### src/rtl/gauge_pkg.sv
/*
 * constants, field layouts and state types of the gauge mode/command bank.
 * assumes a byte-wide register port fed by the single-wire serial engine.
 */
// Function
// dir bit 1 input, 0 open-drain output
// dir bit loaded from setup rom bit 7
// level 1 releases driver, 0 pulls; por 1
// input mode reads return sampled pin level
// load command copies rate into remaining coulombs
// done command copies remaining into full level
// soft reinit keeps capacity and untrusted flag
// powerup flag set at por, cleared on full
// host writing powerup flag changes nothing else
// total reinit reinitialises all ram registers
// ship command enters ship low-power mode
// command bits cleared on every reset
// trigger runs only highest priority command
// after command, clear commands and trigger
// host writes mode first, then trigger
// rate is 3 uV counts, always discharge
// minutes left is 60 times usable over rate
// result, temperature, voltage are read-only
// temperature 16-bit quarter kelvin, 2 s refresh
// voltage in mV, 2 s refresh, max 5000
// non-trigger control writes are ignored
package gauge_pkg;
    localparam int unsigned ADDR_W = 7;
    localparam logic [6:0] CTRL_OFS = 7'h00;
    localparam logic [6:0] MODE_OFS = 7'h01;
    localparam logic [6:0] RATE_LO_OFS = 7'h02;
    localparam logic [6:0] RATE_HI_OFS = 7'h03;
    localparam logic [6:0] TTE_LO_OFS = 7'h04;
    localparam logic [6:0] TTE_HI_OFS = 7'h05;
    localparam logic [6:0] TEMP_LO_OFS = 7'h06;
    localparam logic [6:0] TEMP_HI_OFS = 7'h07;
    localparam logic [6:0] VOLT_LO_OFS = 7'h08;
    localparam logic [6:0] VOLT_HI_OFS = 7'h09;
    localparam int unsigned DIR_BIT = 7;
    localparam int unsigned LEVEL_BIT = 6;
    localparam int unsigned LOAD_BIT = 5;
    localparam int unsigned DONE_BIT = 4;
    localparam int unsigned SOFT_BIT = 3;
    localparam int unsigned PWR_BIT = 2;
    localparam int unsigned TOTAL_BIT = 1;
    localparam int unsigned SHIP_BIT = 0;
    localparam int unsigned ROM_DIR_BIT = 7;
    localparam logic [7:0] CMD_MASK = 8'h3b;
    localparam logic [7:0] MODE_RST = 8'h44;
    localparam logic [7:0] TRIGGER_CODE = 8'ha9;
    localparam logic [7:0] CTRL_RST = 8'h00;
    localparam logic [15:0] RATE_RST = 16'h0000;
    localparam logic [15:0] VOLT_MAX_MV = 16'h1388;
    localparam logic [21:0] MIN_PER_HOUR = 22'h00003c;
    localparam logic [4:0] NUM_STEPS = 5'h16;
    localparam logic [15:0] TTE_SAT = 16'hffff;
    localparam int unsigned REFRESH_MS = 2000;
    localparam int unsigned CLK_KHZ = 100000;
    localparam int unsigned REFRESH_CYCLES = REFRESH_MS * CLK_KHZ;

    typedef struct packed {
        logic        load_remaining;
        logic        force_full;
        logic        soft_reinit;
        logic        total_reinit;
        logic        ship_enter;
        logic [15:0] load_value;
    } cmd_s;

    typedef struct packed {
        logic [7:0]  mode;
        logic [7:0]  ctrl;
        logic [15:0] rate;
        logic [15:0] temp;
        logic [15:0] volt;
        logic        pin_meta;
        logic        pin_sync;
        logic        init_done;
        logic        calc_start;
        cmd_s        cmd;
        logic [7:0]  rdata;
        logic        rvalid;
    } regs_state_s;

    typedef enum logic [0:0] {
        DIV_IDLE = 1'b0,
        DIV_RUN  = 1'b1
    } div_state_e;

    typedef struct packed {
        div_state_e  st;
        logic [21:0] num;
        logic [22:0] rem;
        logic [21:0] quo;
        logic [15:0] den;
        logic [4:0]  cnt;
        logic [15:0] result;
    } div_state_s;

    typedef struct packed {
        logic [31:0] cnt;
        logic        tick;
    } tmr_state_s;
endpackage

### src/rtl/gauge_mode_command_regs.sv
/*
 * mode and command register bank of the fuel gauge: pin control, trigger
 * commands, powerup flag, rate input, time-to-empty, temperature, voltage.
 * assumes the serial engine presents decoded byte accesses on clk, and
 * capacity logic elsewhere acts on the command pulses.
 */
`timescale 1ns/1ps
module gauge_mode_command_regs #(
    parameter int unsigned REFRESH_CYCLES = gauge_pkg::REFRESH_CYCLES
) (
    input  wire logic        clk,
    input  wire logic        arst_n,
    input  wire logic [6:0]  reg_addr,
    input  wire logic [7:0]  reg_wdata,
    input  wire logic        reg_wr,
    input  wire logic        reg_rd,
    output logic [7:0]       reg_rdata,
    output logic             reg_rvalid,
    input  wire logic [7:0]  pack_setup_rom,
    input  wire logic        gpio_in,
    output logic             gpio_out,
    output logic             gpio_oe,
    input  wire logic [15:0] temp_sample,
    input  wire logic [15:0] volt_sample,
    input  wire logic [15:0] predicted_usable_level,
    input  wire logic        full_charge_evt,
    output gauge_pkg::cmd_s  cmd
);
    gauge_pkg::regs_state_s r_reg;
    gauge_pkg::regs_state_s r_next;
    logic                   tick;
    logic [15:0]            minutes;
    logic                   exec;

    assign exec = (r_reg.ctrl == gauge_pkg::TRIGGER_CODE);

    // divider needs 23 cycles between restarts to finish
    if (REFRESH_CYCLES < 32'h0000_0018) begin : g_bad_period
        $error("gauge_mode_command_regs: REFRESH_CYCLES below 24");
    end

    refresh_timer #(
        .CYCLES (REFRESH_CYCLES)
    ) u_timer (
        .clk    (clk),
        .arst_n (arst_n),
        .tick   (tick)
    );

    // prediction engine
    minutes_divider u_div (
        .clk     (clk),
        .arst_n  (arst_n),
        .start   (r_reg.calc_start),
        .usable  (predicted_usable_level),
        .rate    (r_reg.rate),
        .minutes (minutes)
    );

    always_comb begin
        r_next = r_reg;
        r_next.cmd = '0;
        r_next.rvalid = 1'b0;
        r_next.calc_start = 1'b0;
        r_next.pin_meta = gpio_in;
        r_next.pin_sync = r_reg.pin_meta;
        // first cycle load
        if (!r_reg.init_done) begin
            r_next.init_done = 1'b1;
            r_next.mode[gauge_pkg::DIR_BIT] =
                pack_setup_rom[gauge_pkg::ROM_DIR_BIT];
        end
        // full charge clears
        if (full_charge_evt) begin
            r_next.mode[gauge_pkg::PWR_BIT] = 1'b0;
        end
        if (reg_wr) begin
            unique case (reg_addr)
                gauge_pkg::CTRL_OFS: begin
                    // only trigger code taken
                    if (reg_wdata == gauge_pkg::TRIGGER_CODE) begin
                        r_next.ctrl = reg_wdata;
                    end
                end
                gauge_pkg::MODE_OFS: begin
                    // powerup bit stored only
                    r_next.mode = reg_wdata;
                end
                gauge_pkg::RATE_LO_OFS: begin
                    // raw rate counts
                    r_next.rate[7:0] = reg_wdata;
                    r_next.calc_start = 1'b1;
                end
                gauge_pkg::RATE_HI_OFS: begin
                    r_next.rate[15:8] = reg_wdata;
                    r_next.calc_start = 1'b1;
                end
                default: begin
                    // read-only and unmapped ignored
                end
            endcase
        end
        if (exec) begin
            // highest priority only
            if (r_reg.mode[gauge_pkg::LOAD_BIT]) begin
                // rate into remaining
                r_next.cmd.load_remaining = 1'b1;
            end else if (r_reg.mode[gauge_pkg::DONE_BIT]) begin
                // force full
                r_next.cmd.force_full = 1'b1;
            end else if (r_reg.mode[gauge_pkg::SOFT_BIT]) begin
                // partial reinit
                r_next.cmd.soft_reinit = 1'b1;
                r_next.rate = gauge_pkg::RATE_RST;
                r_next.mode[gauge_pkg::DIR_BIT] =
                    pack_setup_rom[gauge_pkg::ROM_DIR_BIT];
            end else if (r_reg.mode[gauge_pkg::TOTAL_BIT]) begin
                // full reinit
                r_next.cmd.total_reinit = 1'b1;
                r_next.rate = gauge_pkg::RATE_RST;
                r_next.mode[gauge_pkg::DIR_BIT] =
                    pack_setup_rom[gauge_pkg::ROM_DIR_BIT];
            end else if (r_reg.mode[gauge_pkg::SHIP_BIT]) begin
                // ship mode request
                r_next.cmd.ship_enter = 1'b1;
            end
            // clear commands and trigger
            r_next.mode = r_next.mode & ~gauge_pkg::CMD_MASK;
            r_next.ctrl = gauge_pkg::CTRL_RST;
        end
        r_next.cmd.load_value = r_reg.rate;
        if (tick) begin
            // temperature refresh
            r_next.temp = temp_sample;
            // voltage clamp
            if (volt_sample > gauge_pkg::VOLT_MAX_MV) begin
                r_next.volt = gauge_pkg::VOLT_MAX_MV;
            end else begin
                r_next.volt = volt_sample;
            end
            r_next.calc_start = 1'b1;
        end
        if (reg_rd) begin
            r_next.rvalid = 1'b1;
            unique case (reg_addr)
                gauge_pkg::CTRL_OFS:    r_next.rdata = r_reg.ctrl;
                gauge_pkg::MODE_OFS: begin
                    r_next.rdata = r_reg.mode;
                    // pin level from the two-flop synchroniser
                    if (r_reg.mode[gauge_pkg::DIR_BIT]) begin
                        r_next.rdata[gauge_pkg::LEVEL_BIT] = r_reg.pin_sync;
                    end
                end
                gauge_pkg::RATE_LO_OFS: r_next.rdata = r_reg.rate[7:0];
                gauge_pkg::RATE_HI_OFS: r_next.rdata = r_reg.rate[15:8];
                gauge_pkg::TTE_LO_OFS:  r_next.rdata = minutes[7:0];
                gauge_pkg::TTE_HI_OFS:  r_next.rdata = minutes[15:8];
                gauge_pkg::TEMP_LO_OFS: r_next.rdata = r_reg.temp[7:0];
                gauge_pkg::TEMP_HI_OFS: r_next.rdata = r_reg.temp[15:8];
                gauge_pkg::VOLT_LO_OFS: r_next.rdata = r_reg.volt[7:0];
                gauge_pkg::VOLT_HI_OFS: r_next.rdata = r_reg.volt[15:8];
                default:                r_next.rdata = 8'h00;
            endcase
        end
    end

    // reset clears commands
    always_ff @(posedge clk or negedge arst_n) begin
        if (!arst_n) begin
            r_reg <= '0;
            r_reg.mode <= gauge_pkg::MODE_RST;
            r_reg.ctrl <= gauge_pkg::CTRL_RST;
        end else begin
            r_reg <= r_next;
        end
    end

    // open-drain drive
    assign gpio_oe = ~r_reg.mode[gauge_pkg::DIR_BIT] &
                     ~r_reg.mode[gauge_pkg::LEVEL_BIT];
    assign gpio_out = 1'b0;
    assign reg_rdata = r_reg.rdata;
    assign reg_rvalid = r_reg.rvalid;
    assign cmd = r_reg.cmd;

    a_dir_input_release: assert property (
        @(posedge clk) disable iff (!arst_n)
        (reg_wr && reg_addr == gauge_pkg::MODE_OFS && reg_wdata[7] &&
         !exec) |=> !gpio_oe)
        else $error("pin driven while set as input");

    a_init_dir_load: assert property (
        @(posedge clk) disable iff (!arst_n)
        $rose(r_reg.init_done) |->
        r_reg.mode[7] == $past(pack_setup_rom[7]))
        else $error("direction not loaded from setup rom");

    a_level_pull_low: assert property (
        @(posedge clk) disable iff (!arst_n)
        (reg_wr && reg_addr == gauge_pkg::MODE_OFS &&
         reg_wdata[7:6] == 2'b00 && r_reg.init_done && !exec)
        |=> gpio_oe)
        else $error("output low not driven");

    a_pin_level_read: assert property (
        @(posedge clk) disable iff (!arst_n)
        (reg_rd && reg_addr == gauge_pkg::MODE_OFS && r_reg.mode[7])
        |=> reg_rvalid && reg_rdata[6] == $past(r_reg.pin_sync))
        else $error("input level not returned");

    a_load_rate_value: assert property (
        @(posedge clk) disable iff (!arst_n)
        cmd.load_remaining |-> $past(exec) && $past(r_reg.mode[5]) &&
        cmd.load_value == $past(r_reg.rate))
        else $error("load pulse or value wrong");

    a_priority_pick: assert property (
        @(posedge clk) disable iff (!arst_n)
        (exec && r_reg.mode[5]) |=> cmd.load_remaining &&
        !cmd.force_full && !cmd.soft_reinit && !cmd.total_reinit &&
        !cmd.ship_enter)
        else $error("highest command not chosen alone");

    a_trigger_cleanup: assert property (
        @(posedge clk) disable iff (!arst_n)
        exec |=> r_reg.ctrl == 8'h00 &&
        (r_reg.mode & gauge_pkg::CMD_MASK) == 8'h00)
        else $error("commands or trigger not cleared");

    a_bad_trigger: assert property (
        @(posedge clk) disable iff (!arst_n)
        (reg_wr && reg_addr == gauge_pkg::CTRL_OFS &&
         reg_wdata != gauge_pkg::TRIGGER_CODE && r_reg.ctrl == 8'h00)
        |=> r_reg.ctrl == 8'h00 ##1 !cmd.ship_enter && !cmd.force_full)
        else $error("non-trigger write acted");

    a_powerup_clear: assert property (
        @(posedge clk) disable iff (!arst_n)
        (full_charge_evt && !(reg_wr && reg_addr == gauge_pkg::MODE_OFS))
        |=> !r_reg.mode[2])
        else $error("powerup flag not cleared on full");

    a_volt_ceiling: assert property (
        @(posedge clk) disable iff (!arst_n)
        r_reg.volt <= 16'h1388)
        else $error("voltage above ceiling");

    a_temp_read_only: assert property (
        @(posedge clk) disable iff (!arst_n)
        (reg_wr && reg_addr == gauge_pkg::TEMP_LO_OFS && !tick)
        |=> $stable(r_reg.temp))
        else $error("temperature changed by host write");
endmodule

### src/rtl/minutes_divider.sv
/*
 * sequential divider: result = 60 * usable / rate, saturating at all ones.
 * operands are latched at start; a new start during the 22 cycles of a run restarts it.
 */
`timescale 1ns/1ps
module minutes_divider (
    input  wire logic        clk,
    input  wire logic        arst_n,
    input  wire logic        start,
    input  wire logic [15:0] usable,
    input  wire logic [15:0] rate,
    output logic [15:0]      minutes
);
    gauge_pkg::div_state_s r_reg;
    gauge_pkg::div_state_s r_next;

    always_comb begin
        logic [22:0] sh;
        sh = {r_reg.rem[21:0], r_reg.num[21]};
        r_next = r_reg;
        if (start) begin
            // scaled dividend
            r_next.st = gauge_pkg::DIV_RUN;
            r_next.num = 22'({6'h00, usable} * gauge_pkg::MIN_PER_HOUR);
            r_next.rem = '0;
            r_next.quo = '0;
            r_next.den = rate;
            r_next.cnt = gauge_pkg::NUM_STEPS;
        end else begin
            unique case (r_reg.st)
                gauge_pkg::DIV_IDLE: begin
                end
                gauge_pkg::DIV_RUN: begin
                    r_next.num = {r_reg.num[20:0], 1'b0};
                    if (sh >= {7'h00, r_reg.den}) begin
                        r_next.rem = sh - {7'h00, r_reg.den};
                        r_next.quo = {r_reg.quo[20:0], 1'b1};
                    end else begin
                        r_next.rem = sh;
                        r_next.quo = {r_reg.quo[20:0], 1'b0};
                    end
                    r_next.cnt = r_reg.cnt - 5'h01;
                    if (r_reg.cnt == 5'h01) begin
                        r_next.st = gauge_pkg::DIV_IDLE;
                        // zero or overflow saturates
                        if (r_reg.den == 16'h0000 ||
                            r_next.quo[21:16] != 6'h00) begin
                            r_next.result = gauge_pkg::TTE_SAT;
                        end else begin
                            r_next.result = r_next.quo[15:0];
                        end
                    end
                end
            endcase
        end
    end

    always_ff @(posedge clk or negedge arst_n) begin
        if (!arst_n) begin
            r_reg <= '0;
        end else begin
            r_reg <= r_next;
        end
    end

    assign minutes = r_reg.result;
endmodule

### src/rtl/refresh_timer.sv
/*
 * free-running refresh tick, one pulse per period.
 * assumes a single clock; first tick in the cycle after reset release.
 */
`timescale 1ns/1ps
module refresh_timer #(
    parameter int unsigned CYCLES = gauge_pkg::REFRESH_CYCLES
) (
    input  wire logic clk,
    input  wire logic arst_n,
    output logic      tick
);
    gauge_pkg::tmr_state_s r_reg;
    gauge_pkg::tmr_state_s r_next;

    // a period below 2 cannot count down
    if (CYCLES < 2) begin : g_bad_cycles
        $error("refresh_timer: CYCLES must be at least 2");
    end

    always_comb begin
        r_next = r_reg;
        r_next.tick = 1'b0;
        if (r_reg.cnt == 32'h0000_0000) begin
            r_next.cnt = 32'(CYCLES - 1);
            r_next.tick = 1'b1;
        end else begin
            r_next.cnt = r_reg.cnt - 32'h0000_0001;
        end
    end

    always_ff @(posedge clk or negedge arst_n) begin
        if (!arst_n) begin
            r_reg <= '0;
        end else begin
            r_reg <= r_next;
        end
    end

    assign tick = r_reg.tick;
endmodule

### config.mk
export PLATFORM = sky130hd
export DESIGN_NAME = gauge_mode_command_regs
export DESIGN_NICKNAME = d
export VERILOG_FILES = /design/src/rtl/gauge_pkg.sv /design/src/rtl/gauge_mode_command_regs.sv /design/src/rtl/minutes_divider.sv /design/src/rtl/refresh_timer.sv
export SDC_FILE = /design/constraint.sdc
export NUM_CORES = 1
export LEC_CHECK = 0
export BUFFER_PORTS_ARGS = -buffer_cell sky130_fd_sc_hd__buf_4
export CAP_MARGIN = 40
export CORE_AREA = 5 5 152 154
export DETAILED_ROUTE_END_ITERATION = 10
export DIE_AREA = 0 0 157 159
export GPL_ROUTABILITY_DRIVEN = 0
export PLACE_DENSITY = 0.92
export RECOVER_POWER = 50
export SYNTH_ARGS = -nofsm -noshare
export SYNTH_HDL_FRONTEND = slang
export SYNTH_SLANG_ARGS = --single-unit
### constraint.sdc
create_clock -name clk -period 3.35 [get_ports clk]
set_input_delay 0.5025 -clock clk [delete_from_list [all_inputs] [get_ports clk]]
set_output_delay 0.5025 -clock clk [all_outputs]
set_load 0.05 [all_outputs]
Word-level counts from Yosys, hierarchy flattened
Cells that the tools add are included.
{"block": "op_classes", "n_eq_ne": 12, "n_bitwise": 4, "n_addsub": 3, "div_mod_pow": 0, "shifts": 0, "n_mul": 1, "n_reduce_logical": 14, "muxes": 46, "n_lt_le_gt_ge": 2}
{"cell": "$mux W68", "n": 2}
{"cell": "$mux W45", "n": 3}
{"cell": "$mux W16", "n": 7}
{"cell": "$mux W32", "n": 3}
{"cell": "$pmux W8 S10", "n": 1}
{"cell": "$mux W8", "n": 5}
{"cell": "$logic_not A32 Y1", "n": 1}
{"cell": "$sub A32 B1 Y32 const B", "n": 1}
{"cell": "$eq A7 B3 Y1 const B", "n": 4}
{"cell": "$ge A23 B16 Y1", "n": 1}
{"cell": "$sub A23 B16 Y23", "n": 1}
{"cell": "$mux W21", "n": 1}
{"cell": "$mul A16 B4 Y20 const B", "n": 1}
{"cell": "$mux W1", "n": 19}
{"cell": "$eq A8 B8 Y1 const B", "n": 2}
{"cell": "$gt A16 B13 Y1 const B", "n": 1}
{"cell": "$logic_not A16 Y1", "n": 1}
{"cell": "$eq A7 B2 Y1 const B", "n": 2}
{"cell": "$eq A7 B4 Y1 const B", "n": 2}
{"cell": "$mux W5", "n": 2}
{"cell": "$reduce_bool A2 Y1", "n": 5}
{"cell": "$eq A7 B1 Y1 const B", "n": 1}
{"cell": "$logic_not A7 Y1", "n": 1}
{"cell": "$reduce_and A3 Y1", "n": 2}
{"cell": "other kinds (11)", "n": 13}
{"block": "word_totals", "mem_count": 0, "latchBits": 0, "ram_bits": 0, "rom_bits": 0, "regBits": 234}

Depth between registers and ports, before layout
{"block": "logic_depth", "depth_word": 10, "mapped_depth": 12}

Cells and area by module
A second synthesis with hierarchy kept.
{"block": "unflattened", "cells_unflattened": 1329, "area_unflattened_um2": 13435.4}
{"mod": "minutes_divider", "area_per_inst_um2": 7165.6, "n_inst": 1, "seq_area_each_um2": 2552.4, "cells_each": 761}
{"mod": "gauge_mode_command_regs", "area_per_inst_um2": 4559.4, "n_inst": 1, "seq_area_each_um2": 2454.9, "cells_each": 399}
{"mod": "refresh_timer", "area_per_inst_um2": 1710.4, "n_inst": 1, "seq_area_each_um2": 825.8, "cells_each": 169}

Worst setup path before layout
OpenSTA, ideal clock, no wires.
{"block": "synth_path", "path_kind": "input-to-reg", "from": "input port predicted_usable_level[14]", "to": "register u_div.r_reg[102] (netlist name)", "t_required_ns": 3.212, "t_arrival_ns": 3.139, "cell_stages": 12, "n_path_buf": 0, "slack_ns": 0.073, "setup_ns": 0.138, "cell_sequence": "inv_1 -> fa_1 -> fa_1 -> inv_1 -> ha_1 -> a21oi_1 -> inv_1 -> a21oi_1 -> o22ai_1 -> a311oi_1 -> xor2_1 -> o21ai_0"}
{"block": "synth_between", "elab_chain_len": 2}
{"element": "start, declared", "line_no": "gauge_mode_command_regs.sv:25", "rtl": "input wire logic [15:0] predicted_usable_level,"}
{"element": "$mul A16 B4 Y20", "line_no": "minutes_divider.sv:24", "rtl": "r_next.num = 22'({6'h00, usable} * gauge_pkg::MIN_PER_HOUR);"}
{"element": "$mux W68", "line_no": "minutes_divider.sv:21", "rtl": "if (start) begin"}
{"element": "end signal, assigned", "line_no": "minutes_divider.sv:62", "rtl": "r_reg <= r_next;"}
{"element": "end, declared", "line_no": "minutes_divider.sv:14", "rtl": "gauge_pkg::div_state_s r_reg;"}
Every way passes these cells.
A chain may end at the register's enable or synchronous reset.

Worst setup path after layout
{"block": "layout_path", "from": "input port predicted_usable_level[3]", "to": "register u_div.r_reg[100] (netlist name)"}
The elaborated chain is that of the path after synthesis.

==> results by group <==
Floorplanning
  • Die ar.: 0.0250 mm²
  • Initial core utilization: 59.6%
  • IO Count: 109
  • Die X: 157 µm
  • Core area: 0.0216 mm²
  • # rows: 54
  • Die Y: 159 µm

Logic synthesis
  • Yosys top cell area share: 45.0%
  • Unique masters post-synth: 76
  • Syn_area_per_cell: 10.3 µm²
  • Post-synthesis sequential area ratio: 45.4%
  • Post-synth ARST share: 100%
  • EDFF count, synth: 0
  • Mapped Nets: 1395
  • Synth Warn #: 0
  • Yosys top cell by area: dfrtp_1
  • Most used DFF post-synth: dfrtp_1
  • Most common cell in the netlist: dfrtp_1
  • #FFs+latches synth: 233
  • Top cells by count, synth: dfrtp_1 (231), nor2_1 (125), nand2_1 (105)
  • Dominant cells by area after synthesis: dfrtp_1 (45%), mux2i_1 (5.5%), fa_1 (4.7%)
  • Post-Syn Instances: 1245
  • Mapped cell area: 0.0128 mm²

Worst setup path
  • Req. time, crit path: 3.81 ns
  • CP cell instances: buf_4, inv_1, fa_1, fa_1, inv_1, ha_1, a21oi_1, o21ai_0, nand2_1, a31oi_1, a21boi_0, buf_4, nand4b_1, o311a_1
  • Crit path capture type: flop
  • Startpoint Class: input port
  • Critical Path Slowest Stage Cell: fa_1
  • Critical path type: in2reg
  • Worst-path maximum fanout: 3
  • CP max stage delay: 0.52 ns
  • Crit path DAT: 3.45 ns

Layout
  • Fin nets: 1498
  • Layout cells sized above 1: 17.8%
  • N_diodes: 0
  • Largest register FFs: 86
  • Final core occ: 68.5%
  • Syn-to-layout area delta: 14.9%

Global route
  • First-pass GRT wire length: 51.0 mm
  • Gr ovfl total: 0
  • Largest net degree at the start of global routing: 89
  • Initial antenna violation count: 0
  • Vias in the first global route: 10400
  • GRT Util Overall: 24.6%

CTS
  • Post-CTS Repair Setup Buffers: 0
  • CTS Root Cell: clkbuf_16
  • CTS tree: yes
  • Clk_lat worst skew: 0.52 ns
  • Num CTS Buffers: 24
  • # clock sinks: 233
  • Post-cts sizing count: 0
  • Clock Path Buffers: 3
  • H-Tree Depth: 1
  • Clk slew on worst S/H paths: 0.06 ns

STA
  • Period utilisation layout: 89.2%
  • RSZ-0062 raised after global routing: false
  • Slew Limit Headroom: -26.0%
  • Final setup fails: 0
  • FMAX: 335 MHz
  • Skew final: 0.0146 ns
  • Final WS setup: 0.361 ns
  • Worst-Margin Slew: 1.89 ns
  • Min cycle time layout: 2.99 ns
  • Fin. Hold Viols: 0
  • Slew Limit Fails: 106

Pwr
  • Seq pwr share: 38.1%
  • Gate power share: 36.0%
  • Psw: 3.44 mW
  • Internal power contribution: 6.42 mW
  • Leakage: 6.77 nW
  • Max VDD drop: 0.438 mV
  • Clock power frac: 25.9%
  • Sw Share: 34.9%
  • Design Power: 9.86 mW
  • PwrDens: 668 mW/mm²

Job
  • Maxcap violations: 2

Routing
  • DRC: 0
  • Wire per inst: 18.7 µm
  • DRT iter0 DRCs: 809
  • DRT antenna net count: 0
  • Drt via density: 6.14
  • WL final: 30.7 mm
  • First-pass DRT Iterations: 5
  • Via count: 10100

Worst hold path
  • Worst min-delay path class: in2reg

Place
  • Dpl ws: -0.160 ns
  • Port bufs: 100
  • Final HPWL DP: 21.2 mm

Outcome
  • Failing checks: max-capacitance violations, max-slew violations
  • Run status: finished with violations
[timing repair]
| action | CTS | global route |
|---|---|---|
| endpoints found under the hold margin | 73 | 0 |
| hold buffers | 1 | 0 |
| setup endpoints to repair | 0 | 0 |
[logic make-up after synthesis]
family / count (synthesis) / synth area share, %
xor gates and xnor gates: 53 / 3.62
and+or+nand+nor: 368 / 14.1
muxes: 106 / 9.58
AOI/OAI and AO/OA: 237 / 12.4
other: 2 / 0.0585
DFF: 233 / 45.4
buffers and inverters: 173 / 5.95
adders and majority gates: 73 / 8.87
[per-stage QoR]
step | hold slack, ns | setup TNS (ns) | std cells | area, µm²
floorplan | 0.207 | 0 | 1245 | 12800
global placement | 0.397 | -0.357 | 1599 | 14000
detailed placement | 0.396 | -0.826 | 1601 | 14000
CTS | 0.0860 | 0 | 1645 | 14800
global route | 0.109 | 0 | 1645 | 14800
finish | 0.117 | 0 | 1645 | 14800
[cell type report]
| type | count | area (µm²) |
|---|---|---|
| Timing Repair Buffer | 158 | 1210 |
| Fill cell | 1431 | 6800 |
| Inverter | 92 | 345 |
| Clock buffer | 32 | 692 |
| Clock inverter | 11 | 77.6 |
| Sequential cell | 233 | 5840 |
| Multi-Input combinational cell | 839 | 6250 |
| Tap cell | 280 | 350 |
[power by group through the flow]
stage	registers [mW]	logic, mW	clock network (mW)
finish	3.76	3.55	2.56
CTS	3.74	3.53	2.58
detailed placement	3.77	3.46	0
global route	3.80	3.93	2.71
floorplan	3.61	2.60	0
global placement	3.73	3.24	0
[critical path, delay by kind of cell]
| family | cells | cell delay, ns |
|---|---|---|
| and+or+nand+nor | 2 | 0.17 |
| buffers and inverters | 4 | 0.49 |
| adders and majority gates | 3 | 1.29 |
| AOI/OAI and AO/OA | 5 | 1.01 |
[final timing paths]
check | slack (ns) | endpoint | cells after the start | startpoint
max | 0.36 | u_div.r_reg[100] | 14 | predicted_usable_level[3]
min | 0.12 | r_next[32] | 1 | gpio_in
max reg2reg | 0.39 | u_div.r_reg[76] | 9 | u_div.r_reg[22]
min reg2reg | 0.41 | r_reg[32] | 0 | r_next[32]
max in group asynchronous | 0.70 | r_reg[34] | 3 | arst_n
min in group asynchronous | 1.06 | r_next[19] | 2 | arst_n
[metal layers]
metal  global-route usage, %  share of wire [%]  vias up
met1                    31.2                 38     4931
met5                       0                  0        -
met3                    3.56                7.6      111
met4                    11.2                4.4        0
met2                    41.8                 50      507
li1                        -                  -     4544
[layout by cell type (no fill, tap or decap), drive strengths merged, types with 21 or more instances in the layout]
| cell | synthesis | routed |
|---|---|---|
| mux2i | 70 | 70 |
| xnor2 | 37 | 37 |
| dfrtp | 231 | 231 |
| nor2 | 126 | 126 |
| nand2 | 105 | 105 |
| a21oi | 38 | 38 |
| inv | 91 | 91 |
| fa | 30 | 30 |
| o22a | 21 | 21 |
| mux2 | 25 | 25 |
| ha | 43 | 43 |
| buf | 41 | 146 |
| o21ai | 67 | 67 |
| clkbuf | 40 | 43 |
No activity file was read; power rests on OpenSTA's default activity.
